===== config.mk =====
export PLATFORM = sky130hd
export DESIGN_NAME = vtc_ctrl
export DESIGN_NICKNAME = d
export VERILOG_FILES = /design/src/verilog/vtc_pkg.sv /design/src/verilog/vtc_ctrl.sv /design/src/verilog/vtc_sinc3.sv
export SDC_FILE = /design/constraint.sdc
export NUM_CORES = 1
export LEC_CHECK = 0
export ABC_AREA = 1
export BUFFER_PORTS_ARGS = -buffer_cell sky130_fd_sc_hd__buf_2
export CORE_ASPECT_RATIO = 2
export CORE_UTILIZATION = 35
export CTS_CLUSTER_SIZE = 10
export DETAILED_ROUTE_END_ITERATION = 6
export SLEW_MARGIN = 10
export SYNTH_ARGS = -nofsm -noshare
export SYNTH_HDL_FRONTEND = slang
export SYNTH_HIERARCHICAL = 1
export SYNTH_SLANG_ARGS = --single-unit

===== constraint.sdc =====
create_clock -name i_clk -period 9.9 [get_ports i_clk]
set_input_delay 0.495 -clock i_clk [delete_from_list [all_inputs] [get_ports i_clk]]
set_output_delay 0.495 -clock i_clk [all_outputs]
set_load 0.02 [all_outputs]

===== src/verilog/vtc_pkg.sv =====
// Behaviour
// - Exactly one of battery voltage, external or on-chip temperature feeds the converter.
// - Sinc3 decimation yields 16-bit results at a rate from 4 Hz to 8 kHz.
// - Attenuator on/off comes only from bit 7 of high-voltage config; software sets it.
// - After a source change, results are withheld for three conversion cycles, two when the new config sets chop (bit 3).
// - Ground switch floats unless config bit 7; mode bit 6 picks direct or resistor.
// - Status bit 15 sets at calibration end, clears on a mode register write in any other cycle.
// - Status bit 14 sets on an out-of-range temperature conversion that is delivered (not while settling or calibrating).
// - Range errors store positive or negative full scale.
// - Bit 14 clears when an in-range temperature result is stored.
// - Bit 13 sets on voltage range error, clears on in-range voltage store.
// - Status bit 1 sets on voltage store or calibration end; voltage/current reads clear it.
// - Running core: no overwrite until ready cleared; powered-down core: always store newest.
package vtc_pkg;

    // Register addresses
    localparam logic [31:0] ADDR_STATUS  = 32'hFFFF_0500;
    localparam logic [31:0] ADDR_MODE    = 32'hFFFF_0508;
    localparam logic [31:0] ADDR_CONFIG  = 32'hFFFF_0510;
    localparam logic [31:0] ADDR_FILTER  = 32'hFFFF_0514;
    localparam logic [31:0] ADDR_VOLT    = 32'hFFFF_0518;
    localparam logic [31:0] ADDR_CURRENT = 32'hFFFF_051C;
    localparam logic [31:0] ADDR_TEMP    = 32'hFFFF_0520;
    localparam logic [31:0] ADDR_HVCFG   = 32'hFFFF_0524;

    // Reset values
    localparam logic [15:0] RST_16 = 16'h0000;
    localparam logic [7:0]  RST_8  = 8'h00;

    // Status bit positions
    localparam int ST_CAL  = 15;
    localparam int ST_TERR = 14;
    localparam int ST_VERR = 13;
    localparam int ST_TRDY = 2;
    localparam int ST_VRDY = 1;

    // Control field positions
    localparam int CFG_GND_EN   = 7;
    localparam int CFG_CHOP     = 3;
    localparam int CFG_SRC_LSB  = 0;
    localparam int MODE_GND_RES = 6;
    localparam int MODE_FN_LSB  = 0;
    localparam int HV_ATTEN     = 7;
    localparam int FLT_DEC_LSB  = 0;
    localparam logic [2:0] MODE_FN_CAL = 3'h4;

    // Decimation: log2 of factor, 2 gives 8 kHz, 13 gives about 4 Hz
    localparam logic [3:0] DEC_LOG_MIN = 4'h2;
    localparam logic [3:0] DEC_LOG_MAX = 4'hD;
    localparam int         ACC_W       = 40;
    localparam int         OUT_LOG     = 16;

    // Full-scale codes
    localparam logic [15:0]        FS_POS  = 16'h7FFF;
    localparam logic [15:0]        FS_NEG  = 16'h8000;
    localparam logic signed [17:0] MID_18  = 18'sh08000;
    localparam logic signed [17:0] MAX_18  = 18'sh07FFF;
    localparam logic signed [17:0] MIN_18  = -18'sh08000;

    // Settling counts in conversions
    localparam logic [1:0] SETTLE_NOCHOP = 2'h3;
    localparam logic [1:0] SETTLE_CHOP   = 2'h2;

    // Modulator sample rate derived from system clock
    localparam int SYS_CLK_HZ = 100_000_000;
    localparam int MOD_RATE_HZ = 32_000;
    localparam int MOD_DIV = SYS_CLK_HZ / MOD_RATE_HZ;
    localparam logic [11:0] MOD_DIV_LAST = 12'(MOD_DIV - 1);

    // Converter input source
    typedef enum logic [1:0] {SRC_VBAT, SRC_EXT_TEMP, SRC_CHIP_TEMP} vtc_src_t;

endpackage


===== src/verilog/vtc_ctrl.sv =====
`timescale 1ns/1ps
// Voltage/temperature converter control and status
module vtc_ctrl (
    input  wire logic        i_clk,
    input  wire logic        i_rst,
    input  wire logic [31:0] i_addr,
    input  wire logic        i_wr,
    input  wire logic        i_rd,
    input  wire logic [15:0] i_wdata,
    output logic      [15:0] o_rdata,
    input  wire logic        i_core_pd,
    input  wire logic        i_mod_bit,
    output logic      [2:0]  o_src_sel,
    output logic             o_atten_en,
    output logic             o_chop_en,
    output logic             o_ground_switch_pin_direct,
    output logic             o_ground_switch_pin_resistor
);
    import vtc_pkg::*;

    logic [7:0]  adc_mode_reg_r, adc_config_reg_r, high_voltage_config_reg_r;
    logic [15:0] adc_filter_reg_r, voltage_result_reg_r, temperature_result_reg_r;
    logic        cal_r, terr_r, verr_r, trdy_r, vrdy_r;
    logic        cal_busy_r;
    logic [1:0]  settle_r;
    logic [11:0] div_r;
    logic        mod_ce;
    logic        mod_s1_r, mod_s2_r, mod_s3_r, mod_bit_r;
    logic        res_valid;
    logic signed [17:0] res_value;
    logic        wr_mode, wr_cfg, wr_hv, wr_flt;
    logic        rd_volt, rd_temp, rd_cur;
    logic        src_change, deliver, cal_done;
    logic        is_volt, out_rng;
    logic        v_store, t_store;
    logic [15:0] res_sat;
    logic [15:0] status;
    vtc_src_t    src;

    // Source field decode, unused code falls back to battery voltage
    function automatic vtc_src_t src_of(input logic [1:0] code);
        unique case (code)
            2'h0:    src_of = SRC_VBAT;
            2'h1:    src_of = SRC_EXT_TEMP;
            2'h2:    src_of = SRC_CHIP_TEMP;
            default: src_of = SRC_VBAT;
        endcase
    endfunction

    // Address match with strobe
    function automatic logic hit(input logic strobe, input logic [31:0] a, input logic [31:0] ref_a);
        hit = strobe && (a == ref_a);
    endfunction

    // Register strobes; status address has no write decode
    assign wr_mode = hit(i_wr, i_addr, ADDR_MODE);
    assign wr_cfg  = hit(i_wr, i_addr, ADDR_CONFIG);
    assign wr_hv   = hit(i_wr, i_addr, ADDR_HVCFG);
    assign wr_flt  = hit(i_wr, i_addr, ADDR_FILTER);
    assign rd_volt = hit(i_rd, i_addr, ADDR_VOLT);
    assign rd_temp = hit(i_rd, i_addr, ADDR_TEMP);
    assign rd_cur  = hit(i_rd, i_addr, ADDR_CURRENT);

    assign src        = src_of(adc_config_reg_r[CFG_SRC_LSB +: 2]);
    assign src_change = wr_cfg && (src_of(i_wdata[CFG_SRC_LSB +: 2]) != src);

    // Modulator sample enable from divider
    always_ff @(posedge i_clk or posedge i_rst) begin
        if (i_rst) begin
            div_r <= '0;
        end else if (div_r == MOD_DIV_LAST) begin
            div_r <= '0;
        end else begin
            div_r <= div_r + 12'h1;
        end
    end
    assign mod_ce = (div_r == MOD_DIV_LAST);

    // Modulator bit synchroniser, accepted once stages two and three agree
    always_ff @(posedge i_clk or posedge i_rst) begin
        if (i_rst) begin
            mod_s1_r  <= 1'b0;
            mod_s2_r  <= 1'b0;
            mod_s3_r  <= 1'b0;
            mod_bit_r <= 1'b0;
        end else begin
            mod_s1_r <= i_mod_bit;
            mod_s2_r <= mod_s1_r;
            mod_s3_r <= mod_s2_r;
            if (mod_s2_r == mod_s3_r) begin
                mod_bit_r <= mod_s3_r;
            end
        end
    end

    // Decimation filter
    vtc_sinc3 u_sinc3 (
        .i_clk     (i_clk),
        .i_rst     (i_rst),
        .i_ce      (mod_ce),
        .i_bit     (mod_bit_r),
        .i_dec_log (adc_filter_reg_r[FLT_DEC_LSB +: 4]),
        .o_valid   (res_valid),
        .o_value   (res_value)
    );

    // Control registers
    always_ff @(posedge i_clk or posedge i_rst) begin
        if (i_rst) begin
            adc_mode_reg_r            <= RST_8;
            adc_config_reg_r          <= RST_8;
            high_voltage_config_reg_r <= RST_8;
            adc_filter_reg_r          <= RST_16;
        end else begin
            if (wr_mode) begin
                adc_mode_reg_r <= i_wdata[7:0];
            end
            if (wr_cfg) begin
                adc_config_reg_r <= i_wdata[7:0];
            end
            if (wr_hv) begin
                high_voltage_config_reg_r <= i_wdata[7:0];
            end
            if (wr_flt) begin
                adc_filter_reg_r <= i_wdata;
            end
        end
    end

    // Analog-side controls from flops
    always_ff @(posedge i_clk or posedge i_rst) begin
        if (i_rst) begin
            o_src_sel         <= 3'h1;
            o_atten_en        <= 1'b0;
            o_chop_en         <= 1'b0;
            o_ground_switch_pin_direct   <= 1'b0;
            o_ground_switch_pin_resistor <= 1'b0;
        end else begin
            o_src_sel <= 3'h1 << src;
            o_atten_en <= high_voltage_config_reg_r[HV_ATTEN];
            o_chop_en  <= adc_config_reg_r[CFG_CHOP];
            o_ground_switch_pin_direct   <= adc_config_reg_r[CFG_GND_EN] &&
                                 !adc_mode_reg_r[MODE_GND_RES];
            o_ground_switch_pin_resistor <= adc_config_reg_r[CFG_GND_EN] &&
                                 adc_mode_reg_r[MODE_GND_RES];
        end
    end

    // Calibration sequencing, ends with the next conversion result
    always_ff @(posedge i_clk or posedge i_rst) begin
        if (i_rst) begin
            cal_busy_r <= 1'b0;
        end else if (wr_mode) begin
            cal_busy_r <= (i_wdata[MODE_FN_LSB +: 3] == MODE_FN_CAL);
        end else if (cal_done) begin
            cal_busy_r <= 1'b0;
        end
    end
    assign cal_done = cal_busy_r && res_valid;

    // Settling: discard conversions after a source switch
    always_ff @(posedge i_clk or posedge i_rst) begin
        if (i_rst) begin
            settle_r <= SETTLE_NOCHOP;
        end else if (src_change) begin
            settle_r <= i_wdata[CFG_CHOP] ? SETTLE_CHOP : SETTLE_NOCHOP;
        end else if (res_valid && (settle_r != 2'h0)) begin
            settle_r <= settle_r - 2'h1;
        end
    end

    // Result classification and saturation
    assign deliver = res_valid && (settle_r == 2'h0) && !cal_busy_r && !src_change;
    assign is_volt = (src == SRC_VBAT);
    assign out_rng = (res_value > MAX_18) || (res_value < MIN_18);
    assign res_sat = (res_value > MAX_18) ? FS_POS :
                     (res_value < MIN_18) ? FS_NEG : res_value[15:0];
    assign v_store = deliver && is_volt && (!vrdy_r || i_core_pd);
    assign t_store = deliver && !is_volt && (!trdy_r || i_core_pd);

    // Result registers
    always_ff @(posedge i_clk or posedge i_rst) begin
        if (i_rst) begin
            voltage_result_reg_r     <= RST_16;
            temperature_result_reg_r <= RST_16;
        end else begin
            if (v_store) begin
                voltage_result_reg_r <= res_sat;
            end
            if (t_store) begin
                temperature_result_reg_r <= res_sat;
            end
        end
    end

    // Status flags; hardware set wins over clear
    always_ff @(posedge i_clk or posedge i_rst) begin
        if (i_rst) begin
            cal_r  <= 1'b0;
            terr_r <= 1'b0;
            verr_r <= 1'b0;
            trdy_r <= 1'b0;
            vrdy_r <= 1'b0;
        end else begin
            if (cal_done) begin
                cal_r <= 1'b1;
            end else if (wr_mode) begin
                cal_r <= 1'b0;
            end
            if (deliver && !is_volt && out_rng) begin
                terr_r <= 1'b1;
            end else if (t_store) begin
                terr_r <= 1'b0;
            end
            if (deliver && is_volt && out_rng) begin
                verr_r <= 1'b1;
            end else if (v_store) begin
                verr_r <= 1'b0;
            end
            if (v_store || cal_done) begin
                vrdy_r <= 1'b1;
            end else if (rd_volt || rd_cur) begin
                vrdy_r <= 1'b0;
            end
            if (t_store || cal_done) begin
                trdy_r <= 1'b1;
            end else if (rd_temp || rd_cur) begin
                trdy_r <= 1'b0;
            end
        end
    end

    // Status word; writes to it have no decode
    always_comb begin
        status          = RST_16;
        status[ST_CAL]  = cal_r;
        status[ST_TERR] = terr_r;
        status[ST_VERR] = verr_r;
        status[ST_TRDY] = trdy_r;
        status[ST_VRDY] = vrdy_r;
    end

    // Read data, registered on the read strobe
    always_ff @(posedge i_clk or posedge i_rst) begin
        if (i_rst) begin
            o_rdata <= RST_16;
        end else if (i_rd) begin
            unique case (i_addr)
                ADDR_STATUS: o_rdata <= status;
                ADDR_MODE:   o_rdata <= {8'h00, adc_mode_reg_r};
                ADDR_CONFIG: o_rdata <= {8'h00, adc_config_reg_r};
                ADDR_HVCFG:  o_rdata <= {8'h00, high_voltage_config_reg_r};
                ADDR_FILTER: o_rdata <= adc_filter_reg_r;
                ADDR_VOLT:   o_rdata <= voltage_result_reg_r;
                ADDR_TEMP:   o_rdata <= temperature_result_reg_r;
                default:     o_rdata <= RST_16;
            endcase
        end
    end

endmodule


===== src/verilog/vtc_sinc3.sv =====
`timescale 1ns/1ps
// Sinc3 decimator with power-of-two factor
module vtc_sinc3 (
    input  wire logic               i_clk,
    input  wire logic               i_rst,
    input  wire logic               i_ce,
    input  wire logic               i_bit,
    input  wire logic [3:0]         i_dec_log,
    output logic                    o_valid,
    output logic signed [17:0]      o_value
);
    import vtc_pkg::*;

    logic [ACC_W-1:0] int1_r, int2_r, int3_r;
    logic [ACC_W-1:0] dly1_r, dly2_r, dly3_r;
    logic [12:0]      cnt_r;
    logic [3:0]       dec_log;
    logic [12:0]      cnt_last;
    logic [ACC_W-1:0] comb1, comb2, comb3;
    logic [ACC_W-1:0] scaled;
    logic [5:0]       grow;

    // Clamp factor to the supported span
    assign dec_log  = (i_dec_log < DEC_LOG_MIN) ? DEC_LOG_MIN :
                      (i_dec_log > DEC_LOG_MAX) ? DEC_LOG_MAX : i_dec_log;
    assign cnt_last = 13'((14'h1 << dec_log) - 14'h1);
    assign comb1    = int3_r - dly1_r;
    assign comb2    = comb1 - dly2_r;
    assign comb3    = comb2 - dly3_r;
    assign grow     = 6'(3 * dec_log);
    // Bring D^3 full scale to 2^16
    assign scaled   = (grow >= 6'(OUT_LOG)) ? (comb3 >> (grow - 6'(OUT_LOG)))
                                            : (comb3 << (6'(OUT_LOG) - grow));

    // Integrators at modulator rate
    always_ff @(posedge i_clk or posedge i_rst) begin
        if (i_rst) begin
            int1_r <= '0;
            int2_r <= '0;
            int3_r <= '0;
        end else if (i_ce) begin
            int1_r <= int1_r + ACC_W'(i_bit);
            int2_r <= int2_r + int1_r;
            int3_r <= int3_r + int2_r;
        end
    end

    // Decimation counter and combs at output rate
    always_ff @(posedge i_clk or posedge i_rst) begin
        if (i_rst) begin
            cnt_r   <= '0;
            dly1_r  <= '0;
            dly2_r  <= '0;
            dly3_r  <= '0;
            o_valid <= 1'b0;
            o_value <= '0;
        end else begin
            o_valid <= 1'b0;
            if (i_ce) begin
                if (cnt_r >= cnt_last) begin
                    cnt_r   <= '0;
                    dly1_r  <= int3_r;
                    dly2_r  <= comb1;
                    dly3_r  <= comb2;
                    o_valid <= 1'b1;
                    o_value <= $signed(scaled[17:0]) - MID_18;
                end else begin
                    cnt_r <= cnt_r + 13'h1;
                end
            end
        end
    end

endmodule


# Yosys cells after proc, flatten, opt, wreduce, memory -nomap -nowiden
# Index checks and enable logic that the tools add are counted.
# word_totals
elab_cells	144
ff_bits	391
input_bits	54
# classes
addsub	13
n_eq_ne	16
n_mul	1
mux	27
n_shift	4
n_lt_le_gt_ge	6
reduce_logical	44
# op_table
operator	count
$eq A32 B32 Y1 const B	8
$sub A40 B40 Y40	3
$pmux W16 S7	1
$add A40 B40 Y40	2
$add A40 B1 Y40	1
$shl A40 B6 Y18	1
$shr A40 B6 Y18	1
$mux W16	2
$logic_and A1 B1 Y1	21
$gt A18 B16 Y1 const B	1
$lt A18 B16 Y1 const B	1
$mux W18	1
$sub A18 B17 Y18 const B	1
$mux W1	15
$reduce_bool A2 Y1	7
$add A13 B1 Y13 const B	1
$ge A13 B13 Y1	1
$mux W13	1
$shl A1 B4 Y13 const A	1
$sub A13 B1 Y13 const B	1
$add A12 B1 Y12 const B	1
$eq A12 B12 Y1 const B	1
$mux W12	1
$mux W4	2
19 further kinds	35

# Logic depth before layout (Yosys ltp)
# Gate-level depths: netlist of the first run.
# logic_depth
word_depth	10
ltp_mapped	52
depth_no_buf	52

# Modules after synthesis
# The synthesis of the first run kept the hierarchy.
# modules_own_cells
module	instances	cells_each	area_each_um2
vtc_sinc3	1	3594	25039.0
vtc_ctrl	1	767	5925.7

# Worst setup path before layout of the first run
# No wires, ideal clock.
# synth_path
path_kind	reg2reg
start	reg u_sinc3.int3_r[0]
end	reg u_sinc3.o_value[17]
t_arrival_ns	6.112
setup_ns	0.065
synth_period_minus_slack_ns	6.178
setup_slack_ns	3.722
path_stages_with_launch	48
path_buffers	0
path_cell_list	dfrtp_1 inv_1 ha_1 fa_1 inv_1 nand3_1 nand2_1 a21oi_2 o21ai_2 a21boi_2 o21ai_2 a21oi_2 o21ai_2 a21boi_2 o21ai_1 a21oi_1 xor2_1 inv_1 [... 12 more ...] a31oi_1 o21ai_0 a31oi_1 nand2_1 a31oi_1 inv_1 nand3_1 nand3_2 nand3_1 nand3_2 nand3_1 a21oi_1 a21oi_1 ha_1 inv_1 nand3_1 nand3_1 nand2_1
# synth_between
elab_chain_len	6
word_cells_on_any_way	7
# synth_rtl
item	line	rtl
start: declaration	vtc_sinc3.sv:14	logic [ACC_W-1:0] int1_r, int2_r, int3_r;
start signal: assignment	vtc_sinc3.sv:44	int3_r <= int3_r + int2_r;
$sub A40 B40 Y40 *	vtc_sinc3.sv:27	assign comb1 = int3_r - dly1_r;
named net u_sinc3.comb1[26]	vtc_sinc3.sv:19	logic [ACC_W-1:0] comb1, comb2, comb3;
$sub A40 B40 Y40 *	vtc_sinc3.sv:28	assign comb2 = comb1 - dly2_r;
named net u_sinc3.comb2[38]	vtc_sinc3.sv:19	
$sub A40 B40 Y40 *	vtc_sinc3.sv:29	assign comb3 = comb2 - dly3_r;
$shl A40 B6 Y18 or $shr A40 B6 Y18 (tied branches)	vtc_sinc3.sv:33, vtc_sinc3.sv:32	
$mux W18 *	vtc_sinc3.sv:32	assign scaled = (grow >= 6'(OUT_LOG)) ? (comb3 >> (grow - 6'(OUT_LOG)))
$sub A18 B17 Y18 *	vtc_sinc3.sv:66	o_value <= $signed(scaled[17:0]) - MID_18;
end signal: assignment	vtc_sinc3.sv:66	
end: declaration	vtc_sinc3.sv:10	output logic signed [17:0] o_value
# Mark *: on every way through the listed nets, which the timed path passes. The rest lies on a longest branch.
# A chain may end at the register's enable or synchronous reset.

# Final worst setup path of the first run
# layout_path
start	reg u_sinc3.int3_r[14]
end	reg u_sinc3.o_value[17]
# The elaborated chain is that of the path after synthesis.

==> run_results.csv, run 1 <==
group,metric,value,unit
status,status,"completed",
routing,postRouteWirelength,98700,um
global_routing,grtUsageMet1,0.184,
setup_path,max_stage_delay,0.68,ns
timing,slew_headroom,0.287,
die,core_area,87900,sq um
synth,syn_area_per_cell,7.10,sq um
synth,netlist_top_cells_count,"1116 x nand2_1, 501 x inv_1, 388 x dfrtp_1",
power_and_ir_drop,p_total,3350,uW
final_layout,fin_cells,5584,
setup_path,cp-start-kind,"register",
global_routing,grt_usage,0.222,
synth,yosysTopAreaCell,"dfrtp_1",
power_and_ir_drop,power_density,99.0,nW/um^2
die,die_y,423,um
run,cap_violations,0,
global_routing,grt_max_degree,111,
timing,worst_slack,0.716,ns
global_routing,grt_busiest_layer,"met2",
setup_path,path_max_fanout,6,
synth,synth_warnings,6,
setup_path,crit_arrival,9.72,ns
synth,synth_edf_count,0,
synth,synth_top_area_share,0.314,
synth,syn_inst,4361,
synth,seq_area_frac_synth,0.316,
global_routing,overflow,0,
setup_path,rrSetupSlack,0.72,ns
placed_design,gp_congestion,1.04,
clock_tree,clk-insertion-delay-late,0.62,ns
routing,avgRoutedWirePerCell,17.7,um
synth,synth_area_leaders,"dfrtp_1 31%, nand2_1 14%, ha_1 9.3%, nand3_1 6.3%, inv_1 6.1%",
clock_tree,cts.path.max_buffers,3,
clock_tree,cts_root_buffer,"clkbuf_16",
setup_path,cpMostUsedCell,"nand2_1",
timing,finalClockSkew,0.0308,ns
clock_tree,numCtsBuffers,47,
synth,synth_nets,4652,
placed_design,io_buffers,76,
final_layout,final_core_util,0.386,
synth,async_reset_ff_frac,1.00,
timing,fmax,109,MHz
die,ios,77,
synth,synthMostInstantiatedCell,"nand2_1",
placed_design,place_inst,5512,
min_path,min_path_type,"in2async",
global_routing,grtUsageMet3,0.0323,
clock_tree,htree_levels,2,
die,fp-row-count,154,
placed_design,post-place-ws,1.34,ns
clock_tree,cts.clk_slew.worst_paths,0.06,ns
power_and_ir_drop,ir_worst_vdd,0.115,mV
global_routing,grt_pass1_vias,29500,
setup_path,crit_path_end_kind,"register",
final_layout,fin_nets,4682,
timing,fin_crit,9.18,ns
clock_tree,cts_setup_buffers,0,
routing,drt-initial-drc-count,1359,
synth,netlist_area,31000,sq um
final_layout,drive_gt1_frac,0.0723,
die,initial_core_util,0.352,
timing,post-route-period-util,0.928,
die,die_w,212,um
synth,ys_types,74,
synth,synth-seq-cells,391,
timing,fin_setup_tns,0,ns
global_routing,antenna_found_initial,2,
clock_tree,cts_sinks,391,
routing,drc_errors,0,
timing,rsz0062_at_grt,"no",
timing,max_slew.worst_pin.slew,1.06,ns
timing,setup_viol,0,
routing,viasPerCell,5.15,
timing,final-hold-violation-count,0,
timing,slew_violations,0,
power_and_ir_drop,p_leak,0.0174,uW
clock_tree,post_cts_resized,0,
die,die_area,89700,sq um
routing,vias,28700,
synth,ys.flop_type,"dfrtp_1",
routing,postRouteAntennaNets,0,
clock_tree,cts_tree,"built",
placed_design,hpwl,78100,um
final_layout,area_delta_synth_final,9.46,%
setup_path,slowest_stage,"nor3_1",
setup_path,crit_type,"reg2reg",
setup_path,required,10.43,ns
clock_tree,hold_buffers,0,
routing,dr.pass1.iters,7,
global_routing,grt_use_met2,0.441,
global_routing,grt_pass1_wl,154000,um
==> through the flow <==
step	instance area [sq um]	hold WS [ns]
floorplan	31000	0.331
global placement	32500	0.344
detailed placement	32500	0.340
CTS	33900	0.0112
global route	33900	0.0224
finish	33900	0.0206
==> state kept, by name, indices dropped and copies added (netlist names), 2 cells and up <==
| register | count |
|---|---|
| u_sinc3/dly1_r | 40 |
| u_sinc3/dly2_r | 40 |
| u_sinc3/dly3_r | 40 |
| u_sinc3/int1_r | 40 |
| u_sinc3/int2_r | 40 |
| u_sinc3/int3_r | 40 |
| u_sinc3/o_value | 18 |
| adc_filter_reg_r | 16 |
| o_rdata | 16 |
| temperature_result_reg_r | 16 |
| voltage_result_reg_r | 16 |
| u_sinc3/cnt_r | 13 |
| div_r | 12 |
| adc_config_reg_r | 8 |
| adc_mode_reg_r | 8 |
| high_voltage_config_reg_r | 8 |
| o_src_sel | 3 |
| settle_r | 2 |
==> worst paths after layout <==
kind	from	endpoint	depth (start not counted)
worst max-delay path	u_sinc3/int3_r[14]	u_sinc3/o_value[17]	46
worst min-delay path	i_rst	o_rdata[9]	2
worst max register to register	u_sinc3/int3_r[14]	u_sinc3/o_value[17]	46
worst min register to register	mod_s1_r	mod_s2_r	0
max in group asynchronous	i_rst	u_sinc3/int2_r[8]	3
min in group i_clk	i_mod_bit	mod_s1_r	1
==> report_power, final <==
| group | internal (uW) | switching (uW) |
|---|---|---|
| Combinational | 12.1 | 49.5 |
| Sequential | 1600 | 1.64 |
| Clock | 987 | 704 |
==> layout by cell type (no fill, tap or decap), types with 12 or more instances in the layout <==
cell	instances
ha_1	231
xnor2_1	80
o21ai_0	336
or2_2	12
nor4_1	17
dfrtp_1	388
a21oi_2	18
clkbuf_16	48
o21ai_2	18
nor2_1	308
a31oi_1	53
buf_4	23
a21o_1	23
nand4_1	42
o21bai_1	20
buf_2	76
o21a_1	13
o21ai_1	40
inv_1	498
nand3_1	387
o211ai_1	19
nor3_1	50
xor2_1	135
clkbuf_1	14
nand2_2	29
a21oi_1	242
nand3_2	19
nand2_1	1115
==> layout make-up <==
cell class | count | area [sq um]
Clock buffer | 66 | 1310
Clock inverter | 5 | 125
Fill cell | 9497 | 54000
Timing Repair Buffer | 99 | 553
Tap cell | 1170 | 1460
Inverter | 512 | 1940
Sequential cell | 391 | 9790
Multi-Input combinational cell | 3340 | 18700
Antenna cell | 1 | 2.50
==> critical path: cells and delay by family, from the launching register on <==
| family | cells | cell delay, ns |
|---|---|---|
| xor gates and xnor gates | 2 | 0.29 |
| buffers and inverters | 3 | 0.22 |
| DFF | 1 | 0.42 |
| AOI/OAI and AO/OA | 4 | 1.38 |
| adders and majority gates | 4 | 1.38 |
| and+or+nand+nor | 33 | 5.39 |
==> logic make-up (layout without fill, tap and decap cells) <==
kind of cell             Yosys count  in the layout  synth area share
AND/OR/NAND/NOR                 2043           2043             0.287
AO/OA/AOI/OAI                    842            842             0.158
buffers and inverters            630            682            0.0798
flip-flops                       391            391             0.316
adder cells (fa/ha/maj)          238            238            0.0975
XOR/XNOR                         217            217            0.0619
other                              0              1                 0
==> metal layers <==
metal | routed length (um) | vias up
li1 | - | 14500
met1 | 31400 | 13300
met2 | 54400 | 597
met3 | 3330 | 343
met4 | 9640 | 0
met5 | 0 | -
Note: power is estimated with default switching activity, not from simulation.
==> run 2, diff against run 1 <==
--- a/config.mk
+++ b/config.mk
@@ -10,2 +10,3 @@
 export CORE_ASPECT_RATIO = 2
+export CORE_MARGIN = 10
 export CORE_UTILIZATION = 35
@@ -13,2 +14,3 @@
 export DETAILED_ROUTE_END_ITERATION = 6
+export RECOVER_POWER = 50
 export SLEW_MARGIN = 10
--- a/constraint.sdc
+++ b/constraint.sdc
@@ -3,2 +3,2 @@
 set_output_delay 0.495 -clock i_clk [all_outputs]
-set_load 0.02 [all_outputs]
+set_load 0.1 [all_outputs]
==> run 2 against run 1 <==
The flow now finishes with violations (capacitance limit, slew limit). Critical path depth shrank 5. Fmax grew 0.32%. Clock power shrank 4%. Total power shrank 2.1%. Cell count is essentially flat. Worst setup slack gained 0.029 ns. Sequential share of layout area grew 0.15 points. Clock skew shrank 0.012 ns. Wire length grew 0.44%. Register-to-register slack gained 0.03 ns. Non-clock buffer count shrank 1. Critical path type unchanged.
==> run_results.csv, run 2 (synthesis results as in run 1) <==
group,metric,value,unit
setup_path,slowest_stage,"nor4_1",
routing,viasPerCell,5.15,
clock_tree,cts_sinks,391,
timing,fmax,109,MHz
global_routing,grt_use_met2,0.394,
routing,postRouteAntennaNets,0,
global_routing,grtUsageMet1,0.162,
status,violations,"capacitance limit, slew limit",
timing,slew_violations,401,
timing,rsz0062_at_grt,"no",
routing,drt-initial-drc-count,1539,
timing,max_slew.worst_pin.slew,4.56,ns
routing,avgRoutedWirePerCell,17.8,um
clock_tree,numCtsBuffers,47,
die,core_area,87900,sq um
status,status,"complete, but fails checks",
timing,post-route-period-util,0.925,
global_routing,antenna_found_initial,2,
setup_path,crit_arrival,9.61,ns
routing,postRouteWirelength,99200,um
global_routing,grt_busiest_layer,"met2",
timing,final-hold-violation-count,0,
placed_design,gp_congestion,1.02,
setup_path,max_stage_delay,1.09,ns
die,die_area,101000,sq um
setup_path,path_max_fanout,5,
timing,setup_viol,0,
placed_design,hpwl,78800,um
final_layout,fin_nets,4681,
routing,dr.pass1.iters,6,
die,initial_core_util,0.352,
timing,slew_headroom,-2.06,
final_layout,final_common_cell,"nand2_1",
final_layout,final_core_util,0.384,
setup_path,cpMostUsedCell,"nand3_1",
global_routing,grtUsageMet3,0.0231,
setup_path,required,10.36,ns
placed_design,io_buffers,76,
die,die_w,230,um
setup_path,crit_type,"reg2reg",
timing,finalClockSkew,0.0190,ns
die,die_y,441,um
setup_path,cp-start-kind,"register",
routing,vias,28700,
clock_tree,cts.clk_slew.worst_paths,0.06,ns
clock_tree,cts_tree,"built",
power_and_ir_drop,power_density,97.4,nW/um^2
final_layout,area_delta_synth_final,8.87,%
setup_path,crit_path_end_kind,"register",
routing,drc_errors,0,
final_layout,drive_gt1_frac,0.0640,
clock_tree,cts.path.max_buffers,3,
global_routing,grt_usage,0.193,
run,cap_violations,6,
die,ios,77,
timing,fin_hold_ws,0.109,ns
timing,fin_crit,9.15,ns
power_and_ir_drop,p_leak,0.0173,uW
final_layout,fillers,9542,
timing,fin_setup_tns,0,ns
global_routing,overflow,0,
power_and_ir_drop,ir_worst_vdd,0.114,mV
global_routing,grt_pass1_wl,156000,um
global_routing,grt_max_degree,207,
clock_tree,cts_root_buffer,"clkbuf_16",
final_layout,final_cell_mix,"1115 x nand2_1, 498 x inv_1, 389 x nand3_1",
global_routing,grt_pass1_vias,29500,
die,fp-row-count,154,
min_path,min_path_type,"in2reg",
power_and_ir_drop,p_total,3280,uW
clock_tree,htree_levels,2,
clock_tree,clk-insertion-delay-late,0.61,ns
clock_tree,post_cts_resized,0,
-- run 2: changes by cell type in the layout (fill, tap and decap cells not counted), sizes merged --
cell         previous run  this run
buf                    99        69
clkbuf                 66        91
clkinv                  4         3
dlygate4sd3             0         1
bufinv                  3         0
clkinvlp                0         4
-- run 2: repair_timing --
action	in CTS	in global routing
endpoints found under the hold margin	1	0
setup buffers	0	0
hold buffers	1	0
-- run 2: cell type report --
class                           count  area (sq um)  area share
Clock buffer                       63          1310      0.0388
Multi-Input combinational cell   3340         18700       0.553
Clock inverter                      5          48.8     0.00145
Sequential cell                   391          9790       0.290
Inverter                          512          1930      0.0573
Tap cell                         1170          1460      0.0434
Timing Repair Buffer               98           515      0.0153
Antenna cell                        1          2.50   0.0000742
-- run 2: metal layers --
metal  up-vias  share of wire  wire length, um
li1      14500              -                -
met1     13400           0.32            31900
met2       543           0.56            55800
met3       292          0.028             2760
met4         0          0.087             8630
met5         -              0                0
-- run 2: stage by stage --
stage / std cells / cell area, sq um / setup slack, ns
2_1_floorplan: 4361 / 31000 / 1.91
3_3_place_gp: 5510 / 32500 / 0.991
5_1_grt: 5580 / 33700 / 0.469
3_5_place_dp: 5510 / 32500 / 1.08
6_report: 5580 / 33700 / 0.745
4_1_cts: 5579 / 33800 / 1.02
-- run 2: critical path, delay by kind of cell, from the launching register on --
kind | cells | cell delay (ns)
buffers and inverters | 5 | 0.42
AO/OA/AOI/OAI | 11 | 1.95
adder cells (fa/ha/maj) | 4 | 1.38
XOR/XNOR | 2 | 0.28
AND/OR/NAND/NOR | 19 | 4.59
flip-flops | 1 | 0.36
-- run 2: where the power goes --
group	internal (uW)	switching [uW]	leakage (uW)	total, uW
clock network	914	706	0.000657	1620
registers	1600	1.67	0.00542	1600
logic	11.6	48.8	0.0112	60.3
-- run 2: path summary, 6_finish.rpt --
| kind | slack (ns) | cells past startpoint | end | startpoint |
|---|---|---|---|---|
| worst max-delay path | 0.75 | 41 | u_sinc3/o_value[2] | u_sinc3/int3_r[0] |
| worst min-delay path | 0.11 | 2 | settle_r[0] | i_wdata[3] |
| worst max register to register | 0.75 | 41 | u_sinc3/o_value[2] | u_sinc3/int3_r[0] |
| worst min register to register | 0.35 | 0 | mod_s2_r | mod_s1_r |
| max in group asynchronous | 3.62 | 4 | u_sinc3/int1_r[8] | i_rst |
| min in group asynchronous | 0.44 | 2 | temperature_result_reg_r[8] | i_rst |
